[config.mk]
export PLATFORM = sky130hd
export DESIGN_NAME = kms_matrix_scanner
export DESIGN_NICKNAME = d
export VERILOG_FILES = /design/src/logic/kms_pkg.sv /design/src/logic/kms_sense_if.sv /design/src/logic/kms_matrix_scanner.sv /design/src/logic/kms_sense_front.sv
export SDC_FILE = /design/constraint.sdc
export NUM_CORES = 1
export LEC_CHECK = 0
export ABC_AREA = 1
export BUFFER_PORTS_ARGS = -buffer_cell sky130_fd_sc_hd__buf_2
export CORE_ASPECT_RATIO = 1.75
export CORE_MARGIN = 2
export CORE_UTILIZATION = 35
export CTS_BUF_LIST = sky130_fd_sc_hd__clkbuf_8 sky130_fd_sc_hd__clkbuf_16
export DETAILED_ROUTE_END_ITERATION = 16
export GPL_TIMING_DRIVEN = 0
export PLACE_DENSITY = 0.57
export SLEW_MARGIN = 40
export SYNTH_ARGS = -nofsm -noshare
export SYNTH_HDL_FRONTEND = slang
export SYNTH_SLANG_ARGS = --single-unit
[constraint.sdc]
create_clock -name core_clk -period 5.6 [get_ports core_clk]
set_clock_uncertainty 0.2 [all_clocks]
set_input_delay 0.28 -clock core_clk [delete_from_list [all_inputs] [get_ports core_clk]]
set_output_delay 0.28 -clock core_clk [all_outputs]
set_load 0.01 [all_outputs]
[src/logic/kms_pkg.sv]
// Package with register map, field layout and state codes of the key matrix scanner
package kms_pkg;

  // ----------------------------------------------------------------
  // Geometry
  // ----------------------------------------------------------------
  localparam int unsigned NUM_SENSE   = 8;
  localparam int unsigned NUM_DRIVE   = 11;
  localparam int unsigned IDX_W       = 5;
  localparam int unsigned DATA_W      = 32;

  // ----------------------------------------------------------------
  // Register map
  // ----------------------------------------------------------------
  localparam logic [31:0] BASE_ADDR              = 32'h4000_9C00;
  localparam logic [31:0] OFF_RESERVED_SLOT      = 32'h0000_0000;
  localparam logic [31:0] OFF_SCAN_LINE_SELECT   = 32'h0000_0004;
  localparam logic [31:0] OFF_SENSE_INPUT_LEVELS = 32'h0000_0008;
  localparam logic [31:0] OFF_SENSE_EDGE_STATUS  = 32'h0000_000C;
  localparam logic [31:0] OFF_SENSE_IRQ_ENABLE   = 32'h0000_0010;
  localparam logic [31:0] OFF_SCAN_EXT_CONTROL   = 32'h0000_0014;

  // ----------------------------------------------------------------
  // Field positions
  // ----------------------------------------------------------------
  localparam int unsigned POL_BIT      = 7;
  localparam int unsigned DIS_BIT      = 6;
  localparam int unsigned ALL_BIT      = 5;
  localparam int unsigned IDX_LSB      = 0;
  localparam int unsigned PREDRIVE_BIT = 0;

  // ----------------------------------------------------------------
  // Reset values
  // ----------------------------------------------------------------
  localparam logic                 POL_RESET      = 1'h0;
  localparam logic                 DIS_RESET      = 1'h1;
  localparam logic                 ALL_RESET      = 1'h0;
  localparam logic [IDX_W-1:0]     IDX_RESET      = 5'h00;
  localparam logic                 PREDRIVE_RESET = 1'h0;
  localparam logic [NUM_SENSE-1:0] SENSE_ZERO     = 8'h00;
  localparam logic [NUM_SENSE-1:0] SENSE_ONES     = 8'hFF;
  localparam logic [NUM_DRIVE-1:0] DRIVE_ZERO     = 11'h000;
  localparam logic [NUM_DRIVE-1:0] DRIVE_ONES     = 11'h7FF;
  localparam logic [DATA_W-1:0]    WORD_ZERO      = 32'h0000_0000;

  // ----------------------------------------------------------------
  // Runtime interrupt arming states
  // ----------------------------------------------------------------
  typedef enum logic [2:0] {
    IRQ_ARMED  = 3'h1,
    IRQ_ACTIVE = 3'h2,
    IRQ_HOLD   = 3'h4
  } kms_irq_state_t;

endpackage

[src/logic/kms_sense_if.sv]
// Interface carrying conditioned sense levels and fall pulses
`timescale 1ns/1ps
interface kms_sense_if;
  logic [7:0] level;
  logic [7:0] fall;
  logic       all_high;

  modport src (output level, output fall, output all_high);
  modport dst (input  level, input  fall, input  all_high);
endinterface

[src/logic/kms_matrix_scanner.sv]
// Key matrix scanner: drive line control, sense status, runtime and wake interrupts
//
// Function
// Predrive on: disable scan, set predrive, make drive buffers push-pull, re-enable.
// Predrive off: disable scan, make buffers open-drain, clear predrive, re-enable.
// Falling sense edges are flagged for interrupts even with bus clock stopped.
// Runtime interrupt output is an active-high level.
// Each sense input has a status bit set on high-to-low change.
// Input interrupts only while both its status and enable bits are set.
// Writing one clears a status bit; writing zero leaves it.
// Runtime interrupt is the OR of all per-input contributions.
// Once asserted, re-asserts only after all inputs high or selection changes.
// Enabled fall during stopped clock raises wake interrupt and clock-required bit.
// Wake interrupt stays asserted until the bus clock runs again.
// Sleep falls set status; enabled ones raise runtime interrupt on resume.
// Software should prefer the block wake interrupt over shared pin wake.
// Registers sit at fixed offsets from base address 4000_9C00h.
// Polarity bit 7 sets selected line level, 0 low, 1 high, resets 0.
// Scan disable bit 6 turns off scanning and all drive buffers, resets 1.
// All-lines bit 5 drives every drive line high; else select field rules.
// Five-bit select field picks one drive line, codes 0 to 0Ah.
// Sense input register returns present sense levels; writes ignored.
`timescale 1ns/1ps
module kms_matrix_scanner (
  // Clock and reset
  input  wire logic                          core_clk,
  input  wire logic                          rst,
  // Register access
  input  wire logic [31:0]                   reg_addr,
  input  wire logic                          reg_wr_en,
  input  wire logic                          reg_rd_en,
  input  wire logic [kms_pkg::DATA_W-1:0]    reg_wdata,
  output logic      [kms_pkg::DATA_W-1:0]    reg_rdata,
  output logic                               reg_rdata_valid,
  // Key matrix
  input  wire logic [kms_pkg::NUM_SENSE-1:0] row_sense_input,
  output logic      [kms_pkg::NUM_DRIVE-1:0] column_drive_line,
  output logic      [kms_pkg::NUM_DRIVE-1:0] column_drive_oe,
  // Power state
  input  wire logic                          bus_clk_stopped,
  // Interrupts
  output logic                               matrix_runtime_irq,
  output logic                               matrix_wake_irq,
  output logic                               clock_required_status
);

  // ----------------------------------------------------------------
  // Helper functions
  // ----------------------------------------------------------------
  function automatic logic kms_hit(input logic [31:0] addr, input logic [31:0] off);
    logic [31:0] target;
    target  = kms_pkg::BASE_ADDR + off; // Wraps, no carry kept
    kms_hit = (addr == target);
  endfunction

  function automatic logic [kms_pkg::NUM_SENSE-1:0] kms_sense_field(input logic [kms_pkg::DATA_W-1:0] word);
    kms_sense_field = word[kms_pkg::NUM_SENSE-1:0];
  endfunction

  // ----------------------------------------------------------------
  // Sense conditioning
  // ----------------------------------------------------------------
  kms_sense_if sense ();

  kms_sense_front u_front (
    .core_clk        (core_clk),
    .rst             (rst),
    .row_sense_input (row_sense_input),
    .sense           (sense.src)
  );

  // ----------------------------------------------------------------
  // Access decode
  // ----------------------------------------------------------------
  logic wr_select;
  logic wr_status;
  logic wr_enable;
  logic wr_ext;

  assign wr_select = reg_wr_en & kms_hit(reg_addr, kms_pkg::OFF_SCAN_LINE_SELECT);
  assign wr_status = reg_wr_en & kms_hit(reg_addr, kms_pkg::OFF_SENSE_EDGE_STATUS);
  assign wr_enable = reg_wr_en & kms_hit(reg_addr, kms_pkg::OFF_SENSE_IRQ_ENABLE);
  assign wr_ext    = reg_wr_en & kms_hit(reg_addr, kms_pkg::OFF_SCAN_EXT_CONTROL);
  // Levels word has no write strobe

  // ----------------------------------------------------------------
  // Drive line select register
  // ----------------------------------------------------------------
  logic                      drive_polarity;
  logic                      scan_disable;
  logic                      drive_all_lines;
  logic [kms_pkg::IDX_W-1:0] drive_line_index;
  logic [kms_pkg::IDX_W-1:0] wr_index;
  logic                      select_changed;

  assign wr_index = reg_wdata[kms_pkg::IDX_LSB +: kms_pkg::IDX_W];

  always_ff @(posedge core_clk or posedge rst) begin
    if (rst) begin
      drive_polarity   <= kms_pkg::POL_RESET;
      scan_disable     <= kms_pkg::DIS_RESET;
      drive_all_lines  <= kms_pkg::ALL_RESET;
      drive_line_index <= kms_pkg::IDX_RESET;
    end else if (wr_select) begin
      drive_polarity   <= reg_wdata[kms_pkg::POL_BIT];
      scan_disable     <= reg_wdata[kms_pkg::DIS_BIT];
      drive_all_lines  <= reg_wdata[kms_pkg::ALL_BIT];
      drive_line_index <= wr_index;
    end
  end

  // A new line index re-arms the runtime interrupt
  always_ff @(posedge core_clk or posedge rst) begin
    if (rst) begin
      select_changed <= 1'b0;
    end else begin
      select_changed <= wr_select & (wr_index != drive_line_index);
    end
  end

  // ----------------------------------------------------------------
  // Extended control register
  // ----------------------------------------------------------------
  logic predrive_on;

  // Buffer type lives in the pad control; software orders the steps
  always_ff @(posedge core_clk or posedge rst) begin
    if (rst) begin
      predrive_on <= kms_pkg::PREDRIVE_RESET;
    end else if (wr_ext) begin
      predrive_on <= reg_wdata[kms_pkg::PREDRIVE_BIT]; // see R1
    end
  end

  // ----------------------------------------------------------------
  // Interrupt enable register
  // ----------------------------------------------------------------
  logic [kms_pkg::NUM_SENSE-1:0] sense_irq_enable;

  // Also gates the wake path while asleep
  always_ff @(posedge core_clk or posedge rst) begin
    if (rst) begin
      sense_irq_enable <= kms_pkg::SENSE_ZERO;
    end else if (wr_enable) begin
      sense_irq_enable <= kms_sense_field(reg_wdata);
    end
  end

  // ----------------------------------------------------------------
  // Edge status register
  // ----------------------------------------------------------------
  logic [kms_pkg::NUM_SENSE-1:0] sense_edge_status;
  logic [kms_pkg::NUM_SENSE-1:0] clear_mask;
  logic [kms_pkg::NUM_SENSE-1:0] next_sense_edge_status;

  assign clear_mask = wr_status ? kms_sense_field(reg_wdata) : kms_pkg::SENSE_ZERO;

  // Set wins over a clear in the same cycle
  // Falls seen in sleep land here too
  always_comb begin
    next_sense_edge_status = (sense_edge_status & ~clear_mask) | sense.fall; // see R7 see R5
  end

  always_ff @(posedge core_clk or posedge rst) begin
    if (rst) begin
      sense_edge_status <= kms_pkg::SENSE_ZERO;
    end else begin
      sense_edge_status <= next_sense_edge_status;
    end
  end

  // ----------------------------------------------------------------
  // Runtime interrupt arming
  // ----------------------------------------------------------------
  logic [kms_pkg::NUM_SENSE-1:0] contrib;
  logic                          pending;
  kms_pkg::kms_irq_state_t       irq_state;
  kms_pkg::kms_irq_state_t       next_irq_state;
  logic                          rearm;

  assign contrib = next_sense_edge_status & sense_irq_enable;
  assign pending = |contrib;
  // Every row released, or a new line chosen
  assign rearm   = sense.all_high | select_changed;

  always_comb begin
    next_irq_state = irq_state;
    unique case (irq_state)
      kms_pkg::IRQ_ARMED: begin
        // Held off while the bus clock is stopped, raised on resume
        if (pending && !bus_clk_stopped) begin
          next_irq_state = kms_pkg::IRQ_ACTIVE;
        end
      end
      kms_pkg::IRQ_ACTIVE: begin
        if (!pending) begin
          if (rearm) begin
            next_irq_state = kms_pkg::IRQ_ARMED;
          end else begin
            next_irq_state = kms_pkg::IRQ_HOLD;
          end
        end
      end
      kms_pkg::IRQ_HOLD: begin
        if (rearm) begin
          next_irq_state = kms_pkg::IRQ_ARMED;
        end
      end
      default: begin
        next_irq_state = kms_pkg::IRQ_ARMED;
      end
    endcase
  end

  always_ff @(posedge core_clk or posedge rst) begin
    if (rst) begin
      irq_state <= kms_pkg::IRQ_ARMED;
    end else begin
      irq_state <= next_irq_state;
    end
  end

  // Registered so the aggregator sees a clean level
  always_ff @(posedge core_clk or posedge rst) begin
    if (rst) begin
      matrix_runtime_irq <= 1'b0;
    end else begin
      matrix_runtime_irq <= (next_irq_state == kms_pkg::IRQ_ACTIVE); // see R4
    end
  end

  // ----------------------------------------------------------------
  // Wake interrupt
  // ----------------------------------------------------------------
  logic                          wake_event;
  logic [kms_pkg::NUM_SENSE-1:0] wake_hits;

  // Needs the core clock alive; only the bus clock is assumed stopped
  assign wake_hits  = sense.fall & sense_irq_enable;
  assign wake_event = bus_clk_stopped & (|wake_hits); // see R3

  always_ff @(posedge core_clk or posedge rst) begin
    if (rst) begin
      matrix_wake_irq <= 1'b0;
    end else if (wake_event) begin
      matrix_wake_irq <= 1'b1;
    end else if (!bus_clk_stopped) begin
      matrix_wake_irq <= 1'b0;
    end
  end

  always_ff @(posedge core_clk or posedge rst) begin
    if (rst) begin
      clock_required_status <= 1'b0;
    end else if (wake_event) begin
      clock_required_status <= 1'b1;
    end else if (!bus_clk_stopped) begin
      clock_required_status <= 1'b0;
    end
  end

  // ----------------------------------------------------------------
  // Drive line outputs
  // ----------------------------------------------------------------
  logic [kms_pkg::NUM_DRIVE-1:0] next_drive_line;
  logic [kms_pkg::NUM_DRIVE-1:0] next_drive_oe;
  logic [kms_pkg::NUM_DRIVE-1:0] idle_line;
  logic [kms_pkg::NUM_DRIVE-1:0] idle_oe;

  // Predrive keeps idle lines actively at the released level
  assign idle_line = drive_polarity ? kms_pkg::DRIVE_ZERO : kms_pkg::DRIVE_ONES;
  assign idle_oe   = predrive_on ? kms_pkg::DRIVE_ONES : kms_pkg::DRIVE_ZERO; // see R1

  always_comb begin
    next_drive_line = idle_line;
    next_drive_oe   = idle_oe;
    if (scan_disable) begin
      next_drive_line = kms_pkg::DRIVE_ZERO;
      next_drive_oe   = kms_pkg::DRIVE_ZERO;
    end else if (drive_all_lines) begin
      next_drive_line = kms_pkg::DRIVE_ONES;
      next_drive_oe   = kms_pkg::DRIVE_ONES;
    end else begin
      // Codes above ten select no line
      for (int i = 0; i < kms_pkg::NUM_DRIVE; i++) begin
        if (drive_line_index == i[kms_pkg::IDX_W-1:0]) begin
          next_drive_line[i] = drive_polarity; // see R15
          next_drive_oe[i]   = 1'b1;
        end
      end
    end
  end

  // Registered so pads never see decode glitches
  always_ff @(posedge core_clk or posedge rst) begin
    if (rst) begin
      column_drive_line <= kms_pkg::DRIVE_ZERO;
      column_drive_oe   <= kms_pkg::DRIVE_ZERO;
    end else begin
      column_drive_line <= next_drive_line;
      column_drive_oe   <= next_drive_oe;
    end
  end

  // ----------------------------------------------------------------
  // Read path
  // ----------------------------------------------------------------
  logic [kms_pkg::DATA_W-1:0] read_word;

  always_comb begin
    read_word = kms_pkg::WORD_ZERO;
    if (kms_hit(reg_addr, kms_pkg::OFF_SCAN_LINE_SELECT)) begin
      read_word[kms_pkg::POL_BIT]                         = drive_polarity;
      read_word[kms_pkg::DIS_BIT]                         = scan_disable;
      read_word[kms_pkg::ALL_BIT]                         = drive_all_lines;
      read_word[kms_pkg::IDX_LSB +: kms_pkg::IDX_W]       = drive_line_index;
    end else if (kms_hit(reg_addr, kms_pkg::OFF_SENSE_INPUT_LEVELS)) begin
      read_word[kms_pkg::NUM_SENSE-1:0]                   = sense.level;
    end else if (kms_hit(reg_addr, kms_pkg::OFF_SENSE_EDGE_STATUS)) begin
      read_word[kms_pkg::NUM_SENSE-1:0]                   = sense_edge_status;
    end else if (kms_hit(reg_addr, kms_pkg::OFF_SENSE_IRQ_ENABLE)) begin
      read_word[kms_pkg::NUM_SENSE-1:0]                   = sense_irq_enable;
    end else if (kms_hit(reg_addr, kms_pkg::OFF_SCAN_EXT_CONTROL)) begin
      read_word[kms_pkg::PREDRIVE_BIT]                    = predrive_on;
    end
  end

  always_ff @(posedge core_clk or posedge rst) begin
    if (rst) begin
      reg_rdata_valid <= 1'b0;
    end else begin
      reg_rdata_valid <= reg_rd_en;
    end
  end

  // Data holds between reads so software may sample late
  always_ff @(posedge core_clk or posedge rst) begin
    if (rst) begin
      reg_rdata <= kms_pkg::WORD_ZERO;
    end else if (reg_rd_en) begin
      reg_rdata <= read_word;
    end
  end

endmodule // kms_matrix_scanner

[src/logic/kms_sense_front.sv]
// Sense input synchroniser and falling edge detector
`timescale 1ns/1ps
module kms_sense_front (
  // Clock and reset
  input  wire logic                        core_clk,
  input  wire logic                        rst,
  // Matrix pins
  input  wire logic [kms_pkg::NUM_SENSE-1:0] row_sense_input,
  // Conditioned outputs
  kms_sense_if.src                         sense
);

  // ----------------------------------------------------------------
  // Two-flop synchroniser, then one history stage
  // ----------------------------------------------------------------
  logic [kms_pkg::NUM_SENSE-1:0] meta;
  logic [kms_pkg::NUM_SENSE-1:0] level_q;
  logic [kms_pkg::NUM_SENSE-1:0] prev_q;

  always_ff @(posedge core_clk or posedge rst) begin
    if (rst) begin
      meta    <= kms_pkg::SENSE_ONES;
      level_q <= kms_pkg::SENSE_ONES;
      prev_q  <= kms_pkg::SENSE_ONES;
    end else begin
      meta    <= row_sense_input;
      level_q <= meta;
      prev_q  <= level_q;
    end
  end

  // Reset to ones so an input idle high at release gives no false edge
  assign sense.level    = level_q;
  assign sense.fall     = prev_q & ~level_q;
  assign sense.all_high = &level_q;

endmodule // kms_sense_front

==> results.toml, run 1 <==
[outcome]
status = "completed"

[grt]
grt_usage_pct = 16.28
grt_pass1_wl_mm = 15.81
gr-total-overflow = 0
grt_max_degree = 46
antenna_found_initial = 0
grt_pass1_vias = 3354

[setup_path]
critPathBufInv = 3
start_kind = "input port"
cp_top_family = "simple AND/OR/NAND/NOR gates"
critPathSlowestCell = "nor2_1"
crit_type = "in2reg"
r2r_slack_ps = 3730
r2r_start = "u_front.sense.level[4]$_DFF_PP1_"
crit_arrival_ps = 2120
rr_worst_depth = 8
worstPathRequired_ps = 5630
reg2reg_to = "irq_state[0]$_DFF_PP1_"
startpoint = "reg_addr[27]"
crit_path_max_fanout = 10
critPathMaxStageDelay_ps = 440
crit_chain = "buf_2 -> nor2_1 -> nand2_1 -> nor2_1 -> nand2_2 -> inv_2 -> nand3_1 -> nor2_1 -> nand2_2 -> buf_2 -> a31oi_1"
cp-end-kind = "flop"
cpMostUsedCell = "nor2_1"

[synth]
syn_inst = 464
yosys.area_share.simple_pct = 20.62
synth.distinct_cells = 34
synth_top_area_cell = "dfrtp_1"
synth_mux_area_share_pct = 0
synth_top_family_by_area = "simple AND/OR/NAND/NOR gates"
synth_compound_area_share_pct = 12.13
ys_ff_latch = 86
yosys.area_share.adder_pct = 0
avgSynthCellArea_um2 = 8.669
synth_area_leaders = "dfrtp_1, dfstp_2, nand2_1"
synth_top_area_share_pct = 37.33
syn-cell-area_um2 = 4023
ys_seq_area_share_pct = 54.31
yosysWarnings = 0
synth_xor_area_share_pct = 0.6532

[drt]
routedWlPerCell_um = 13.19
drt-initial-drc-count = 137
antenna_left = 0
num_vias = 3383
postRouteWirelength_mm = 9.630
drc = 0
via_per_inst = 4.634
drtPass1Iterations = 4

[die]
core-area_um2 = 11170
die_y_um = 145.8
dieWidth_um = 85.04
rows = 51
die_area_um2 = 12400
start_util_pct = 36.02
io_pins = 135

[clock_network]
cts.sinks = 86
cts_tree = "built"
cts-root-buf = "clkbuf_16"
clock_latency_ps = 340
cts_resized = 0
cts-htree-levels = 3
cts_buffer_depth = 2
cts.clk_slew.worst_paths_ps = 60
numCtsBuffers = 9

[place]
numPortBuffers = 86
dpl.hpwl_mm = 7.688
place_inst = 706
place_congestion = 0.8558

[power_and_ir_drop]
combPwrFrac_pct = 6.1
swShare_pct = 20.19
netSwitchingPower_uw = 279.4
powerDensity_nw_per_um2 = 268.5
ir_drop_mv = 0.1637
seqPwrFrac_pct = 46.4
total_power_uw = 1384
power_leakage_uw = 0.002499
power.internal_uw = 1104
power_frac_clock_pct = 47.5

[finish]
final_common_cell = "buf_2"
layout_common_cells = "buf_2, nand2_1, inv_1, dfrtp_1"
fill_cells = 1061
stdcell_count = 730
nets = 672
drive_above_1_share_pct = 29.26
syn_to_final_growth_pct = 28.15
diodes = 0

[timing]
fmax_mhz = 478.7
slew_headroom_pct = 58.45
hold_viol = 0
period_share_pct = 37.30
worst_pin_slew_ps = 618.6
period_minus_slack_ps = 2089
finalSetupViolCount = 0
rsz0062_at_grt = "false"
setup_tns_ps = 0
maxSlewViolCount = 0
fin_worst_hold_slack_ps = 15.85

[hold_path]
min_from = "reg_wdata[6]"
hold_end = "scan_disable$_DFFE_PP1P_"
hold_depth = 3
hp-class = "in2reg"

[run]
cap_violations = 0
## per-layer routing
layer  vias up  track usage, %  wire (µm)
li1       1703               -          -
met1      1545           15.93       3412
met2       104           30.43       5336
met3        31           3.233        392
met4         0           9.683        488
met5         -               0          0
## worst reg2reg max path, cell delays in order, from the launching register on
cell and delay, ps:
dfstp_2 520, inv_1 70, nor4_1 380, a21oi_1 170
nor4_1 210, nand3_1 110, nand2_1 70, inv_1 40
nand2_1 50
## cell families after synthesis
family / Yosys count
AND/OR/NAND/NOR: 185
buffers and inverters: 101
AO/OA/AOI/OAI: 88
flip-flops: 86
XOR/XNOR: 3
other: 1
## power groups by stage
stage               Combinational [µW]  Clock (µW)  Sequential, µW
floorplan                         46.0           0             653
detailed placement                79.5           0             653
global route                      95.1         703             643
global placement                  75.9           0             653
finish                            84.4         657             642
CTS                               84.9         673             642
## metrics by stage
stage | util (%) | worst slack [ps] | area, µm²
global placement | 42.13 | 1970 | 4705
CTS | 46.16 | 3462 | 5155
detailed placement | 42.35 | 3126 | 4730
floorplan | - | 2941 | 4109
finish | 46.16 | 3511 | 5155
global route | 46.16 | 3317 | 5155
## cell type report
class / instances / area, µm² / area share (%)
sequential: 86 / 2185 / 42.38
clock inverter: 5 / 100.1 / 1.942
clock buffer: 9 / 225.2 / 4.369
multi-input combinational: 300 / 1434 / 27.82
timing repair buffer: 97 / 550.5 / 10.68
inverter: 67 / 256.5 / 4.976
tap: 132 / 165.2 / 3.204
buffer: 34 / 239.0 / 4.636
## sequential cells by signal (all words and copies together) (netlist names)
signal                 cells
irq_state                  3
reg_rdata_valid            1
select_changed             1
sense_irq_enable           8
drive_polarity             1
column_drive_line         11
u_front.prev_q             8
predrive_on                1
drive_all_lines            1
sense_edge_status          8
reg_rdata                  8
clock_required_status      1
scan_disable               1
matrix_runtime_irq         1
u_front.sense.level        8
drive_line_index           5
column_drive_oe           11
u_front.meta               8
## cell usage after synthesis (all sizes together)
master / count
a41oi: 1
o21ai: 54
nor3: 6
xnor2: 1
buf: 29
dfrtp: 60
nand3: 29
conb: 1
a221oi: 2
nand3b: 1
o22ai: 2
xor2: 2
clkinv: 2
a31oi: 3
a21oi: 19
a311oi: 1
clkbuf: 5
nand2: 88
nor4: 7
dfstp: 26
a22o: 6
nand4: 3
nor2: 51
inv: 65
## worst max-delay path by stage
stage / cells past startpoint / to / slack [ps]
final: 11 / select_changed$_DFF_PP0_ / 3510
after global routing: 12 / reg_rdata[7]$_DFFE_PP0P_ / 3320
after CTS: 12 / reg_rdata[7]$_DFFE_PP0P_ / 3460
after detailed placement: 12 / reg_rdata[7]$_DFFE_PP0P_ / 3130
after global placement: 2 / sense_edge_status[0]$_DFF_PP0_ / 1970
after floorplan: 1 / clock_required_status$_DFFE_PP0P_ / 2940
## repair_timing
item	4_1_cts	5_1_grt
buffers inserted	0	0
endpoints found under the hold margin	40	0
hold buffers	10	0
No activity file was read; power rests on OpenSTA's default activity.
==> inputs of run 2 (changes only) <==
- PLACE_DENSITY: 0.57 -> 0.59
- clock period: 5.6 -> 1.8 ns (I/O delays scaled with it)
==> results.toml, run 2 (synthesis gave the netlist of run 1 again) <==
[outcome]
status = "completed"

[setup_path]
worstPathRequired_ps = 1880
crit_path_max_fanout = 3
critPathMaxStageDelay_ps = 540
critPathSlowestCell = "dfstp_2"
cp_top_family = "simple AND/OR/NAND/NOR gates"
crit_type = "reg2reg"
critPathBufInv = 3
crit_arrival_ps = 1790
start_kind = "flop"
cp-end-kind = "flop"
crit_chain = "inv_1 -> nor4_4 -> a21oi_2 -> buf_4 -> nor2_1 -> nor2_1 -> nand2_1 -> inv_1 -> nand2_1"
r2r_slack_ps = 90

[place]
place_inst = 708
numPortBuffers = 86
place_congestion = 0.8978
dpl.hpwl_mm = 7.792

[drt]
num_vias = 3504
drtPass1Iterations = 4
via_per_inst = 4.660
postRouteWirelength_mm = 9.853
drt-initial-drc-count = 113
antenna_left = 0
drc = 0
routedWlPerCell_um = 13.10

[clock_network]
cts.clk_slew.worst_paths_ps = 60
cts-root-buf = "clkbuf_16"
cts_tree = "built"
clock_latency_ps = 340
cts.sinks = 86
numCtsBuffers = 9
cts_buffer_depth = 2
cts-htree-levels = 3

[power_and_ir_drop]
power_leakage_uw = 0.002605
powerDensity_nw_per_um2 = 765.1
ir_drop_mv = 0.7037

[die]
dieWidth_um = 85.04
core-area_um2 = 11170
rows = 51
start_util_pct = 36.02
die_area_um2 = 12400
die_y_um = 145.8
io_pins = 135

[finish]
stdcell_count = 752
final_common_cell = "buf_2"
drive_above_1_share_pct = 32.42
top_regs = "column_drive_line (11), column_drive_oe (11)"
layout_common_cells = "buf_2, nand2_1, inv_1, dfrtp_1, o21ai_0"
diodes = 0
nets = 692
syn_to_final_growth_pct = 35.15

[hold_path]
hp-class = "in2reg"

[grt]
gr-total-overflow = 0
antenna_found_initial = 0
grt_usage_pct = 16.38
grt_max_degree = 26
grt_pass1_vias = 3504
grt_pass1_wl_mm = 15.97

[timing]
hold_viol = 0
finalSetupViolCount = 0
period_share_pct = 95.23
setup_tns_ps = 0
fmax_mhz = 583.4
period_minus_slack_ps = 1714
worst_pin_slew_ps = 519.6
rsz0062_at_grt = "true"
slew_headroom_pct = 65.29
maxSlewViolCount = 0

[run]
cap_violations = 0
[run 2: cell count changes in the layout (fill, tap and decap cells not counted), sizes merged]
cell	before	now
buf	116	126
bufinv	3	1
clkbuf	14	16
clkinv	4	3
clkinvlp	0	2
dlygate4sd3	10	20
inv	65	66
[run 2: per-layer routing]
metal / GRT usage (%) / part of all wire, %
met4: 9.286 / 4.2
met5: 0 / 0
met3: 3.744 / 4.6
met1: 15.13 / 35
met2: 31.48 / 56
[run 2: repair_timing]
item                                    CTS  global route
hold buffers                             20             0
endpoints found under the setup margin    8            17
resized for setup                        10            12
pin swaps                                 6             8
setup buffers                             3             5
hold endpoints to repair                 90             0
[run 2: final cells by class]
class / instances / area (µm²)
fillers: 1049 / 5731
flip-flops and latches: 86 / 2185
multi-input cells: 300 / 1516
repair buffers: 117 / 773.2
inverters: 67 / 255.2
clock buffers: 11 / 252.7
plain buffers: 34 / 239.0
well taps: 132 / 165.2
clock inverters: 5 / 50.05
[run 2: path summary, 6_finish.rpt]
check,endpoint,cells past startpoint,startpoint
max reg2reg,irq_state[0]$_DFF_PP1_,9,u_front.sense.level[0]$_DFF_PP1_
max in group asynchronous,scan_disable$_DFFE_PP1P_,5,rst
min,predrive_on$_DFFE_PP0P_,6,reg_addr[3]
min in group asynchronous,sense_irq_enable[2]$_DFFE_PP0P_,3,rst
max,irq_state[0]$_DFF_PP1_,9,u_front.sense.level[0]$_DFF_PP1_
min reg2reg,u_front.sense.level[7]$_DFF_PP1_,0,u_front.meta[7]$_DFF_PP1_
[run 2: power breakdown]
group,internal [µW],total [µW],switching (µW)
logic,147,307,160
clock network,1140,1850,716
registers,1990,2000,13.8
[run 2: tightest hold or removal path, cell delays in order]
cell and delay (ps):
buf_2 110, nor4_1 60, inv_1 70, nor3_1 50, nand3_1 80, o21ai_0 80
[run 2: metrics by stage]
step | power, µW | cell area (µm²) | hold WS (ps) | setup slack (ps) | utilization, %
after floorplan | 2174 | 4113 | -105.5 | 141.7 | -
after global placement | 2267 | 4708 | -4.487 | -392.4 | 42.16
after detailed placement | 2296 | 4791 | -42.84 | -424.8 | 42.90
after CTS | 4209 | 5359 | 27.23 | -19.47 | 47.99
after global routing | 4331 | 5436 | 97.37 | -48.36 | 48.68
final | 4159 | 5436 | 52.24 | 85.85 | 48.68
